$ cat config.mk
export PLATFORM = sky130hd
export DESIGN_NAME = npu_reset_security_powerup
export DESIGN_NICKNAME = d
export VERILOG_FILES = /design/src/verilog/boot_seq_pkg.sv /design/src/verilog/npu_reset_security_powerup.sv /design/src/verilog/ram_clear_engine.sv
export SDC_FILE = /design/constraint.sdc
export NUM_CORES = 1
export LEC_CHECK = 0
export ABC_AREA = 1
export BUFFER_PORTS_ARGS = -buffer_cell sky130_fd_sc_hd__buf_2
export CAP_MARGIN = 20
export CELL_PAD_IN_SITES_DETAIL_PLACEMENT = 0
export CELL_PAD_IN_SITES_GLOBAL_PLACEMENT = 2
export CORE_UTILIZATION = 27
export CTS_BUF_LIST = sky130_fd_sc_hd__clkbuf_4
export DETAILED_ROUTE_END_ITERATION = 12
export PLACE_DENSITY_LB_ADDON = 0.08
export SETUP_SLACK_MARGIN = 0.1
export SYNTH_ARGS = -nofsm -noshare
export SYNTH_HDL_FRONTEND = slang
export SYNTH_HIERARCHICAL = 1
export SYNTH_SLANG_ARGS = --single-unit
$ cat constraint.sdc
create_clock -name clk -period 1.6 [get_ports clk]
set_clock_uncertainty 0.2 [all_clocks]
set_input_delay 0.32 -clock clk [delete_from_list [all_inputs] [get_ports clk]]
set_output_delay 0.32 -clock clk [all_outputs]
set_load 0.01 [all_outputs]
$ cat src/verilog/boot_seq_pkg.sv
// shared types and constants of the reset, boot security and power-up block
`default_nettype none
package boot_seq_pkg;
  // ==========================================================================
  // security and privilege level
  typedef struct packed {
    logic nonsecure;                     // 1 = non-secure, 0 = secure
    logic privileged;                    // 1 = privileged, 0 = user
  } sec_level_t;

  // protection attribute bit positions (same layout on pprot and axprot)
  localparam int unsigned PROT_PRIV_BIT   = 0;
  localparam int unsigned PROT_NS_BIT     = 1;
  localparam int unsigned PROT_INSTR_BIT  = 2;
  localparam int unsigned PROT_W          = 3;

  // level held while hard reset is asserted
  localparam sec_level_t LEVEL_RST        = '{nonsecure: 1'b0, privileged: 1'b0};

  // ==========================================================================
  // q-channel pair as seen at the device (requests in, answers out)
  typedef struct packed {
    logic quiesce_accept_n;
    logic quiesce_deny;
    logic activity_hint;
  } qch_out_t;

  // ==========================================================================
  // timing and memory sizes
  localparam int unsigned CLK_PERIOD_NS   = 8;
  localparam int unsigned SOFT_RST_NS     = 64;   // internal reset pulse width
  localparam int unsigned SOFT_RST_CYC    = (SOFT_RST_NS + CLK_PERIOD_NS - 1) / CLK_PERIOD_NS;
  localparam int unsigned SOFT_CNT_W      = 4;
  localparam int unsigned RAM_WORDS       = 16;   // words swept by the clear engine
  localparam int unsigned RAM_AW          = 4;
  localparam int unsigned TXN_CNT_W       = 8;    // outstanding transaction count width
endpackage : boot_seq_pkg
`default_nettype wire

$ cat src/verilog/npu_reset_security_powerup.sv
// reset, boot security level and q-channel power-up sequencer
// ==========================================================================
// Notes on behaviour
// - refuse soft reset to a higher security level
// - hard reset clears all registers but the synchronisers; soft reset ends by starting a ram clear
// - drain outstanding axi transactions before soft reset
// - privilege strap sampled first cycle after reset
// - security strap sampled first cycle after reset
// - apb access checked against pprot and level
// - own level driven on arprot and awprot
// - power run request raises clock activity hint
// - clock run request starts internal ram clear
// - power accept deasserted last, completing run
// - no quiesce while task runs or queued
`default_nettype none
module npu_reset_security_powerup
  import boot_seq_pkg::*;
(
  input  wire logic                 clk,
  input  wire logic                 rstn,
  input  wire logic                 boot_privilege_select,
  input  wire logic                 boot_security_select,
  input  wire logic                 soft_reset_req,
  input  wire sec_level_t           soft_reset_level,
  input  wire logic [TXN_CNT_W-1:0] axi_outstanding,
  input  wire logic                 apb_psel,
  input  wire logic [PROT_W-1:0]    apb_pprot,
  input  wire logic                 task_active,
  input  wire logic                 task_queued,
  input  wire logic                 power_quiesce_request_n,
  input  wire logic                 clock_quiesce_request_n,
  output logic                      soft_reset_refused,
  output logic                      axi_issue_hold,
  output logic                      internal_reset_n,
  output logic                      apb_access_ok,
  output logic [PROT_W-1:0]         axi_arprot,
  output logic [PROT_W-1:0]         axi_awprot,
  output sec_level_t                current_level,
  output qch_out_t                  power_qch,
  output qch_out_t                  clock_qch,
  output logic [RAM_AW-1:0]         ram_clear_addr,
  output logic                      ram_clear_we,
  output logic                      ram_clear_busy
);
  // ==========================================================================
  // synchronisers for straps and q-channel requests (not reset, so the
  // straps are already settled when hard reset lets go)
  logic [3:0] sync1_r;
  logic [3:0] sync2_r;
  always_ff @(posedge clk) begin
    sync1_r <= {clock_quiesce_request_n, power_quiesce_request_n,
                boot_security_select, boot_privilege_select};
    sync2_r <= sync1_r;
  end
  logic priv_pin_s;
  logic sec_pin_s;
  logic preq_n_s;
  logic creq_n_s;
  assign priv_pin_s = sync2_r[0];
  assign sec_pin_s  = sync2_r[1];
  assign preq_n_s   = sync2_r[2];
  assign creq_n_s   = sync2_r[3];

  // ==========================================================================
  // level capture and soft reset sequence
  typedef enum logic [1:0] {
    SR_BOOT  = 2'b00,
    SR_IDLE  = 2'b01,
    SR_DRAIN = 2'b10,
    SR_RESET = 2'b11
  } sr_state_t;

  sr_state_t               sr_r;
  sr_state_t               sr_nxt;
  sec_level_t              level_r;
  sec_level_t              level_nxt;
  sec_level_t              pend_r;
  sec_level_t              pend_nxt;
  logic [SOFT_CNT_W-1:0]   cnt_r;
  logic [SOFT_CNT_W-1:0]   cnt_nxt;
  logic                    refused_r;
  logic                    refused_nxt;
  logic                    escalates;

  // a request escalates if it asks for secure from non-secure or priv from user
  assign escalates = (level_r.nonsecure && !soft_reset_level.nonsecure) ||
                     (!level_r.privileged && soft_reset_level.privileged);

  always_comb begin
    sr_nxt      = sr_r;
    level_nxt   = level_r;
    pend_nxt    = pend_r;
    cnt_nxt     = cnt_r;
    refused_nxt = 1'b0;
    unique case (sr_r)
      SR_BOOT: begin
        // first edge after release: straps fix the level
        level_nxt.privileged = priv_pin_s;
        level_nxt.nonsecure  = sec_pin_s;
        sr_nxt               = SR_IDLE;
      end
      SR_IDLE: begin
        if (soft_reset_req) begin
          if (escalates) begin
            refused_nxt = 1'b1;
          end else begin
            pend_nxt = soft_reset_level;
            sr_nxt   = SR_DRAIN;
          end
        end
      end
      SR_DRAIN: begin
        if (axi_outstanding == '0) begin
          sr_nxt  = SR_RESET;
          cnt_nxt = SOFT_CNT_W'(SOFT_RST_CYC - 1);
        end
      end
      SR_RESET: begin
        if (cnt_r == '0) begin
          sr_nxt    = SR_IDLE;
          level_nxt = pend_r;
        end else begin
          cnt_nxt = cnt_r - 1'b1;
        end
      end
    endcase
  end

  // everything returns to constants while hard reset is low
  always_ff @(posedge clk or negedge rstn) begin
    if (!rstn) begin
      sr_r      <= SR_BOOT;
      level_r   <= LEVEL_RST;
      pend_r    <= LEVEL_RST;
      cnt_r     <= '0;
      refused_r <= 1'b0;
    end else begin
      sr_r      <= sr_nxt;
      level_r   <= level_nxt;
      pend_r    <= pend_nxt;
      cnt_r     <= cnt_nxt;
      refused_r <= refused_nxt;
    end
  end

  assign soft_reset_refused = refused_r;
  assign axi_issue_hold     = (sr_r == SR_DRAIN) || (sr_r == SR_RESET);
  assign internal_reset_n   = (sr_r != SR_RESET);
  assign current_level      = level_r;

  // ==========================================================================
  // apb check and axi protection
  always_comb begin
    apb_access_ok = apb_psel &&
                    (apb_pprot[PROT_PRIV_BIT] || !level_r.privileged) &&
                    (!apb_pprot[PROT_NS_BIT] || level_r.nonsecure);
  end
  assign axi_arprot = {1'b0, level_r.nonsecure, level_r.privileged};
  assign axi_awprot = {1'b0, level_r.nonsecure, level_r.privileged};

  // ==========================================================================
  // q-channel power-up and quiesce
  typedef enum logic [1:0] {
    Q_STOP  = 2'b00,
    Q_WCLK  = 2'b01,
    Q_CLEAR = 2'b10,
    Q_RUN   = 2'b11
  } q_state_t;

  q_state_t q_r;
  q_state_t q_nxt;
  logic     cact_r;
  logic     cact_nxt;
  logic     cacc_n_r;
  logic     cacc_n_nxt;
  logic     clr_start;
  logic     busy;

  assign busy = task_active || task_queued;

  always_comb begin
    q_nxt      = q_r;
    cact_nxt   = cact_r;
    cacc_n_nxt = cacc_n_r;
    clr_start  = 1'b0;
    unique case (q_r)
      Q_STOP: begin
        if (preq_n_s) begin
          q_nxt    = Q_WCLK;
          cact_nxt = 1'b1;
        end
      end
      Q_WCLK: begin
        if (creq_n_s) begin
          q_nxt      = Q_CLEAR;
          cacc_n_nxt = 1'b1;
          clr_start  = 1'b1;
        end
      end
      Q_CLEAR: begin
        if (!ram_clear_busy) begin
          q_nxt = Q_RUN;
        end
      end
      Q_RUN: begin
        cact_nxt = busy || !creq_n_s;
        if (!creq_n_s && !busy) begin
          cacc_n_nxt = 1'b0;
        end else if (creq_n_s) begin
          cacc_n_nxt = 1'b1;
        end
        if (!preq_n_s && !busy) begin
          q_nxt      = Q_STOP;
          cact_nxt   = 1'b0;
        end
      end
    endcase
    if (sr_r == SR_RESET && cnt_r == '0) begin
      clr_start = 1'b1;
    end
  end

  // q-channel state registers
  always_ff @(posedge clk or negedge rstn) begin
    if (!rstn) begin
      q_r      <= Q_STOP;
      cact_r   <= 1'b0;
      cacc_n_r <= 1'b0;
    end else begin
      q_r      <= q_nxt;
      cact_r   <= cact_nxt;
      cacc_n_r <= cacc_n_nxt;
    end
  end

  // power accept leaves low only on entering run
  assign power_qch.quiesce_accept_n = (q_r == Q_RUN);
  assign power_qch.quiesce_deny     = (q_r == Q_RUN) && !preq_n_s && busy;
  assign power_qch.activity_hint    = apb_psel || busy;
  assign clock_qch.quiesce_accept_n = cacc_n_r;
  assign clock_qch.quiesce_deny     = (q_r == Q_RUN) && !creq_n_s && busy;
  assign clock_qch.activity_hint    = cact_r;

  ram_clear_engine u_clear (
    .clk      (clk),
    .rstn     (rstn),
    .start    (clr_start),
    .clr_addr (ram_clear_addr),
    .clr_we   (ram_clear_we),
    .clr_busy (ram_clear_busy)
  );
endmodule : npu_reset_security_powerup
`default_nettype wire

$ cat src/verilog/ram_clear_engine.sv
// sweeps every internal ram word to zero after a start pulse
`default_nettype none
module ram_clear_engine
  import boot_seq_pkg::*;
(
  input  wire logic              clk,
  input  wire logic              rstn,
  input  wire logic              start,
  output logic [RAM_AW-1:0]      clr_addr,
  output logic                   clr_we,
  output logic                   clr_busy
);
  // ==========================================================================
  // sweep state
  logic [RAM_AW-1:0] addr_r;
  logic [RAM_AW-1:0] addr_nxt;
  logic              busy_r;
  logic              busy_nxt;
  logic [RAM_AW:0]   run_r;              // busy cycles since the last start
  logic [RAM_AW:0]   run_nxt;

  // walk the index; a start while busy restarts from word zero
  always_comb begin
    addr_nxt = addr_r;
    busy_nxt = busy_r;
    run_nxt  = run_r;
    if (start) begin
      addr_nxt = '0;
      busy_nxt = 1'b1;
      run_nxt  = '0;
    end else if (busy_r) begin
      addr_nxt = addr_r + 1'b1;
      run_nxt  = run_r + 1'b1;
      if (addr_r == RAM_AW'(RAM_WORDS - 1)) begin
        busy_nxt = 1'b0;                 // last word written this cycle
        addr_nxt = '0;
      end
    end
  end

  // register the sweep
  always_ff @(posedge clk or negedge rstn) begin
    if (!rstn) begin
      addr_r <= '0;
      busy_r <= 1'b0;
      run_r  <= '0;
    end else begin
      addr_r <= addr_nxt;
      busy_r <= busy_nxt;
      run_r  <= run_nxt;
    end
  end

  assign clr_addr = addr_r;
  assign clr_we   = busy_r;
  assign clr_busy = busy_r;
endmodule : ram_clear_engine
`default_nettype wire

After elaboration in Yosys (flattened, before gate mapping)
Cells that the tools add are included.
{"block": "op_classes", "reduce_logical": 39, "bitwise_logic": 1, "eq_ne": 17, "addsub": 2, "n_mux": 33}
{"cell": "$mux 4", "count": 5}
{"cell": "$mux 2", "count": 9}
{"cell": "$ne 2x2->1 const B", "count": 9}
{"cell": "$pmux 2 s4", "count": 2}
{"cell": "$mux 1", "count": 13}
{"cell": "$logic_and 1x1->1", "count": 11}
{"cell": "$reduce_bool 2->1", "count": 5}
{"cell": "$eq 2x2->1 const B", "count": 4}
{"cell": "$logic_not 8->1", "count": 1}
{"cell": "$pmux 4 s2", "count": 1}
{"cell": "$reduce_and 4->1", "count": 2}
{"cell": "$logic_or 1x1->1", "count": 7}
{"cell": "$logic_not 1->1", "count": 6}
{"cell": "$reduce_and 3->1", "count": 2}
{"cell": "$add 4x1->4 const B", "count": 1}
{"cell": "$eq 2x1->1 const B", "count": 2}
{"cell": "$eq 4x4->1 const B", "count": 1}
{"cell": "$logic_not 2->1", "count": 2}
{"cell": "$logic_not 4->1", "count": 1}
{"cell": "$pmux 1 s2", "count": 2}
{"cell": "$pmux 2 s2", "count": 1}
{"cell": "$reduce_and 2->1", "count": 2}
{"cell": "$sub 4x1->4 const B", "count": 1}
{"cell": "$ne 2x1->1 const B", "count": 1}
{"cell": "$not 1->1", "count": 1}
{"block": "totals", "input_bits": 23, "wordCells": 106, "reg_bits": 28, "out_inout_bits": 24}

Logic depth before layout (Yosys ltp)
{"block": "depth", "word_depth": 6, "ltp_mapped": 9, "ltp_nobuf": 9}

Modules after synthesis
Netlist, hierarchy kept.
{"module": "npu_reset_security_powerup", "cells_per_inst": 149, "area_per_inst_um2": 1233.7, "seq_area_each_um2": 535.5, "n_inst": 1}
{"module": "ram_clear_engine", "cells_per_inst": 29, "area_per_inst_um2": 259.0, "seq_area_each_um2": 125.1, "n_inst": 1}

Worst setup path after synthesis
No wires, ideal clock.
{"block": "synth_path", "kind": "register to register", "startpoint": "register sr_r[0]", "endpoint": "register u_clear.addr_r[1], in the netlist u_clear/clr_addr[1]", "arrival_time_ns": 1.268, "setup_ns": 0.121, "path_stages_with_launch": 6, "setup_slack_ns": 0.011, "period_less_slack_ns": 1.589, "path_buffers": 0, "required_ns": 1.279, "cell_sequence": "dfrtp_1 -> ha_1 -> nand4_2 -> nand2_1 -> nor2_1 -> a22o_1"}
{"block": "synth_via", "elab_chain_cells": 4, "elab_cells_between_ends": 5, "cone_classes": "eq/ne (1); mux (2); reduce/logical (2)"}
{"element": "start: declaration", "line": "npu_reset_security_powerup.sv:73", "text": "sr_state_t sr_r;"}
{"element": "start signal: assignment", "line": "npu_reset_security_powerup.sv:138", "text": "sr_r <= sr_nxt;"}
{"element": "$eq 2x2->1 (*)", "line": "npu_reset_security_powerup.sv:218", "text": "if (sr_r == SR_RESET && cnt_r == '0) begin"}
{"element": "$logic_and 1x1->1 (*)", "line": "npu_reset_security_powerup.sv:218"}
{"element": "$mux 1 (*)", "line": "npu_reset_security_powerup.sv:218"}
{"element": "via clr_start", "line": "npu_reset_security_powerup.sv:176", "text": "logic clr_start;"}
{"element": "$mux 4 / $reduce_bool 2->1 (equally long branches)"}
{"element": "end signal: assignment", "line": "ram_clear_engine.sv:48", "text": "addr_r <= addr_nxt;"}
{"element": "end: declaration", "line": "ram_clear_engine.sv:15", "text": "logic [RAM_AW-1:0] addr_r;"}
The timed path passes the listed nets; every way through them passes the cells marked *.
A chain may end at the register's enable or synchronous reset.

Worst setup path in the final report
{"block": "layout_path", "startpoint": "register sr_r[1]", "endpoint": "output port axi_issue_hold"}
{"block": "layout_via", "elab_chain_cells": 2, "elab_cells_between_ends": 3, "cone_classes": "eq/ne (2); reduce/logical (1)"}
{"element": "$eq 2x2->1", "line": "npu_reset_security_powerup.sv:147", "text": "assign axi_issue_hold = (sr_r == SR_DRAIN) || (sr_r == SR_RESET);"}
{"element": "$logic_or 1x1->1 (*)", "line": "npu_reset_security_powerup.sv:147"}
{"element": "end: declaration", "line": "npu_reset_security_powerup.sv:33", "text": "output logic axi_issue_hold,"}
Mark *: on every way between the ends. The rest lies on a longest branch, timed or not.

==> results.md <==
* Outcome: finished with violations
* Failing checks: negative setup slack
* Antenna fix cells at 0
* Core Util, Final at between 40% and 50%
* CTS H-tree depth at 1
* Clock Tree Buf Depth at 2
* PortBufs at 43
* CP Data Arrival Time at 1.38 ns
* Area growth syn-to-layout at 71.0%
* Die area at 5830 um2
* Pwr dens at 1950 nW/um2
* Vias/cell at 4.27
* Biggest area consumer among synthesized cells: dfrtp_1
* Gate Count Post-Synth at 178
* CTS tree: yes
* Cell Area, Synth at 1490 um2
* Core Footprint at 5200 um2
* Ratio of cells with drive above 1 in the final layout at 57.2%
* Yosys cell types at 31
* Half-perimeter wire length after detailed placement at 2390 um
* Largest net degree at the start of global routing at 21
* Die Ht at between 70 and 80 um
* Clk pin slew, worst setup/hold paths at around 0.17 ns
* Synth area leaders: dfrtp_1, dfxtp_1, nand2_1
* DR iter-0 viols at 11
* Starting Density at 28.7%
* Syn_area_per_cell at 8.39 um2
* Post-route cell area at 2550 um2
* Crit Path Class: reg -> out
* WP data required at 1.08 ns
* DRT Wirelength at 3570 um
* Final Hold Violating Endpoints at 0
* Critical path's slowest cell: dfrtp_2
* IO Pins at 47
* Worst path cell trace: ha_4 > or2_4 > buf_6
* Critical-path maximum fanout at 3
* CP startpoint kind: flop
* Crit path from: sr_r[1]
* Delay-heaviest family, CP: flip-flops
* Period utilization at 118%
* Achievable clock frequency at roughly 0.53 GHz
* Die extent in x at 76.4 um
* RSZ-0062 raised after global routing: true
* Max cap viols at 0
* Sequential area share after synthesis at 44.3%
* Rows at 26
* GRT overflow at 0
* Final setup viols at 10
* Root Buffer Master: clkbuf_4
* First-pass GRT wire length at 5860 um
* Leakage power at 1.23 nW
* Post-synth top cells: nand2_1, dfrtp_1, inv_1
* CP max stage delay at 0.48 ns
* Worst slack at placement at 0.0116 ns
* CP Buf/Inv Count at 1
* Vias in the first global route at 1346
* Post-synth EDFFs at 0
* Crit. End Element: output pin
* Reg2Reg Setup Slack at -0.01 ns
* Initial antenna violation count at 0
* Synth top area share at 33.5%
* FF+latch count, synth at 28
* Gpl congestion at 0.767
* Final WS setup at -0.296 ns
* Max_slew headroom at 65.3%
* Yosys warns at 6
* Worst-Margin Slew at 0.520 ns
* DRT antenna net count at 0
* Total GRT Usage at around 12%
* Vias at 1425
* RR Startpoint: sr_r[1]
* CTS buffer count at 3
* WHS at 0.0205 ns
* Final slew viol count at 0
* Hold Crit Start: soft_reset_level[1]
* Clock Latency Late Sink at 0.34 ns
* Drt first pass iters at 3
* Most instantiated library cell after synthesis: nand2_1
* Overall power at 4.98 mW
* Minimum clock period at about 1.9 ns
* Wirelength per Cell at 10.7 um
* Placed inst area at roughly 1800 um2
* Type of the tightest min-delay check: in -> reg
* # nets final at 299
* Top FF cell, synth: dfrtp_1
* DRC viols at 0
* Worst VDD drop at 0.000697 V
* Synth async-reset ratio at 71.4%
* # clock sinks at 28
power breakdown:
group | internal [mW] | switching, mW | total, mW
logic | 1.73 | 1.61 | 3.33
registers | 0.959 | 0.210 | 1.17
clock network | 0.253 | 0.229 | 0.482
total | 2.94 | 2.04 | 4.98
cell type report:
cell class | instances | area (um2)
fill | 513 | 2650
multi-input combinational | 118 | 937
timing repair buffer | 90 | 706
sequential | 28 | 664
inverter | 24 | 105
tap | 70 | 87.6
clock inverter | 1 | 30.0
clock buffer | 3 | 22.5
cells by family (layout without fill, tap and decap cells):
group                      Yosys count  after routing  share of synthesized area [%]
adders and majority gates           11             11                           9.22
DFF                                 28             28                           44.3
and+or+nand+nor                     83             83                           25.7
AOI/OAI and AO/OA                   20             20                           8.80
other                                1              2                          0.251
buffers and inverters               33            118                           10.6
xor gates and xnor gates             2              2                           1.17
worst paths after layout:
check	cells past startpoint	to
max	3	axi_issue_hold
min	3	pend_r[1]
max reg2reg	9	cnt_r[3]
min reg2reg	0	sync2_r[2]
max in group asynchronous	2	u_clear/clr_busy
min in group asynchronous	2	cact_r
tightest hold or removal path, stage by stage:
cell	delay [ns]
buf_2	0.10
inv_1	0.06
o21ai_1	0.06
metal layers:
metal,track usage [%],share of wire (%),vias to the layer above
li1,-,-,722
met3,2.40,2.8,2
met1,14.4,43,677
met5,0,0,-
met2,23.1,54,24
met4,2.88,0.25,0
per-stage QoR:
step / instances / TNS, ns
after global routing: 334 / -2.14
after floorplan: 179 / 0
after CTS: 323 / -2.34
after global placement: 293 / 0
after detailed placement: 293 / 0
final: 334 / -1.09
cells in the final DEF (no fill, tap or decap), drive strengths merged, types with 7 or more instances in the layout:
cell	synthesis	layout
o21ai	12	12
dfxtp	8	8
nand3	10	10
dlygate4sd3	0	7
nor2	16	16
nand2	45	45
dfrtp	20	20
buf	9	83
inv	23	23
ha	11	11
state kept, by name, indices dropped and copies added (netlist names):
name	cells
cact_r	1
sync1_r	4
soft_reset_refused	1
sr_r	2
u_clear/clr_busy	1
pend_r	2
sync2_r	4
q_r	2
u_clear/clr_addr	4
cnt_r	4
axi_arprot	2
cacc_n_r	1
what timing repair did:
item	in CTS	in global routing
setup buffers	21	15
endpoints found under the hold margin	26	0
hold buffers	7	0
endpoints found under the setup margin	29	33
gates cloned	0	0
resized for setup	58	37
pin swaps	20	22
Power figures use the tool's default switching activity.
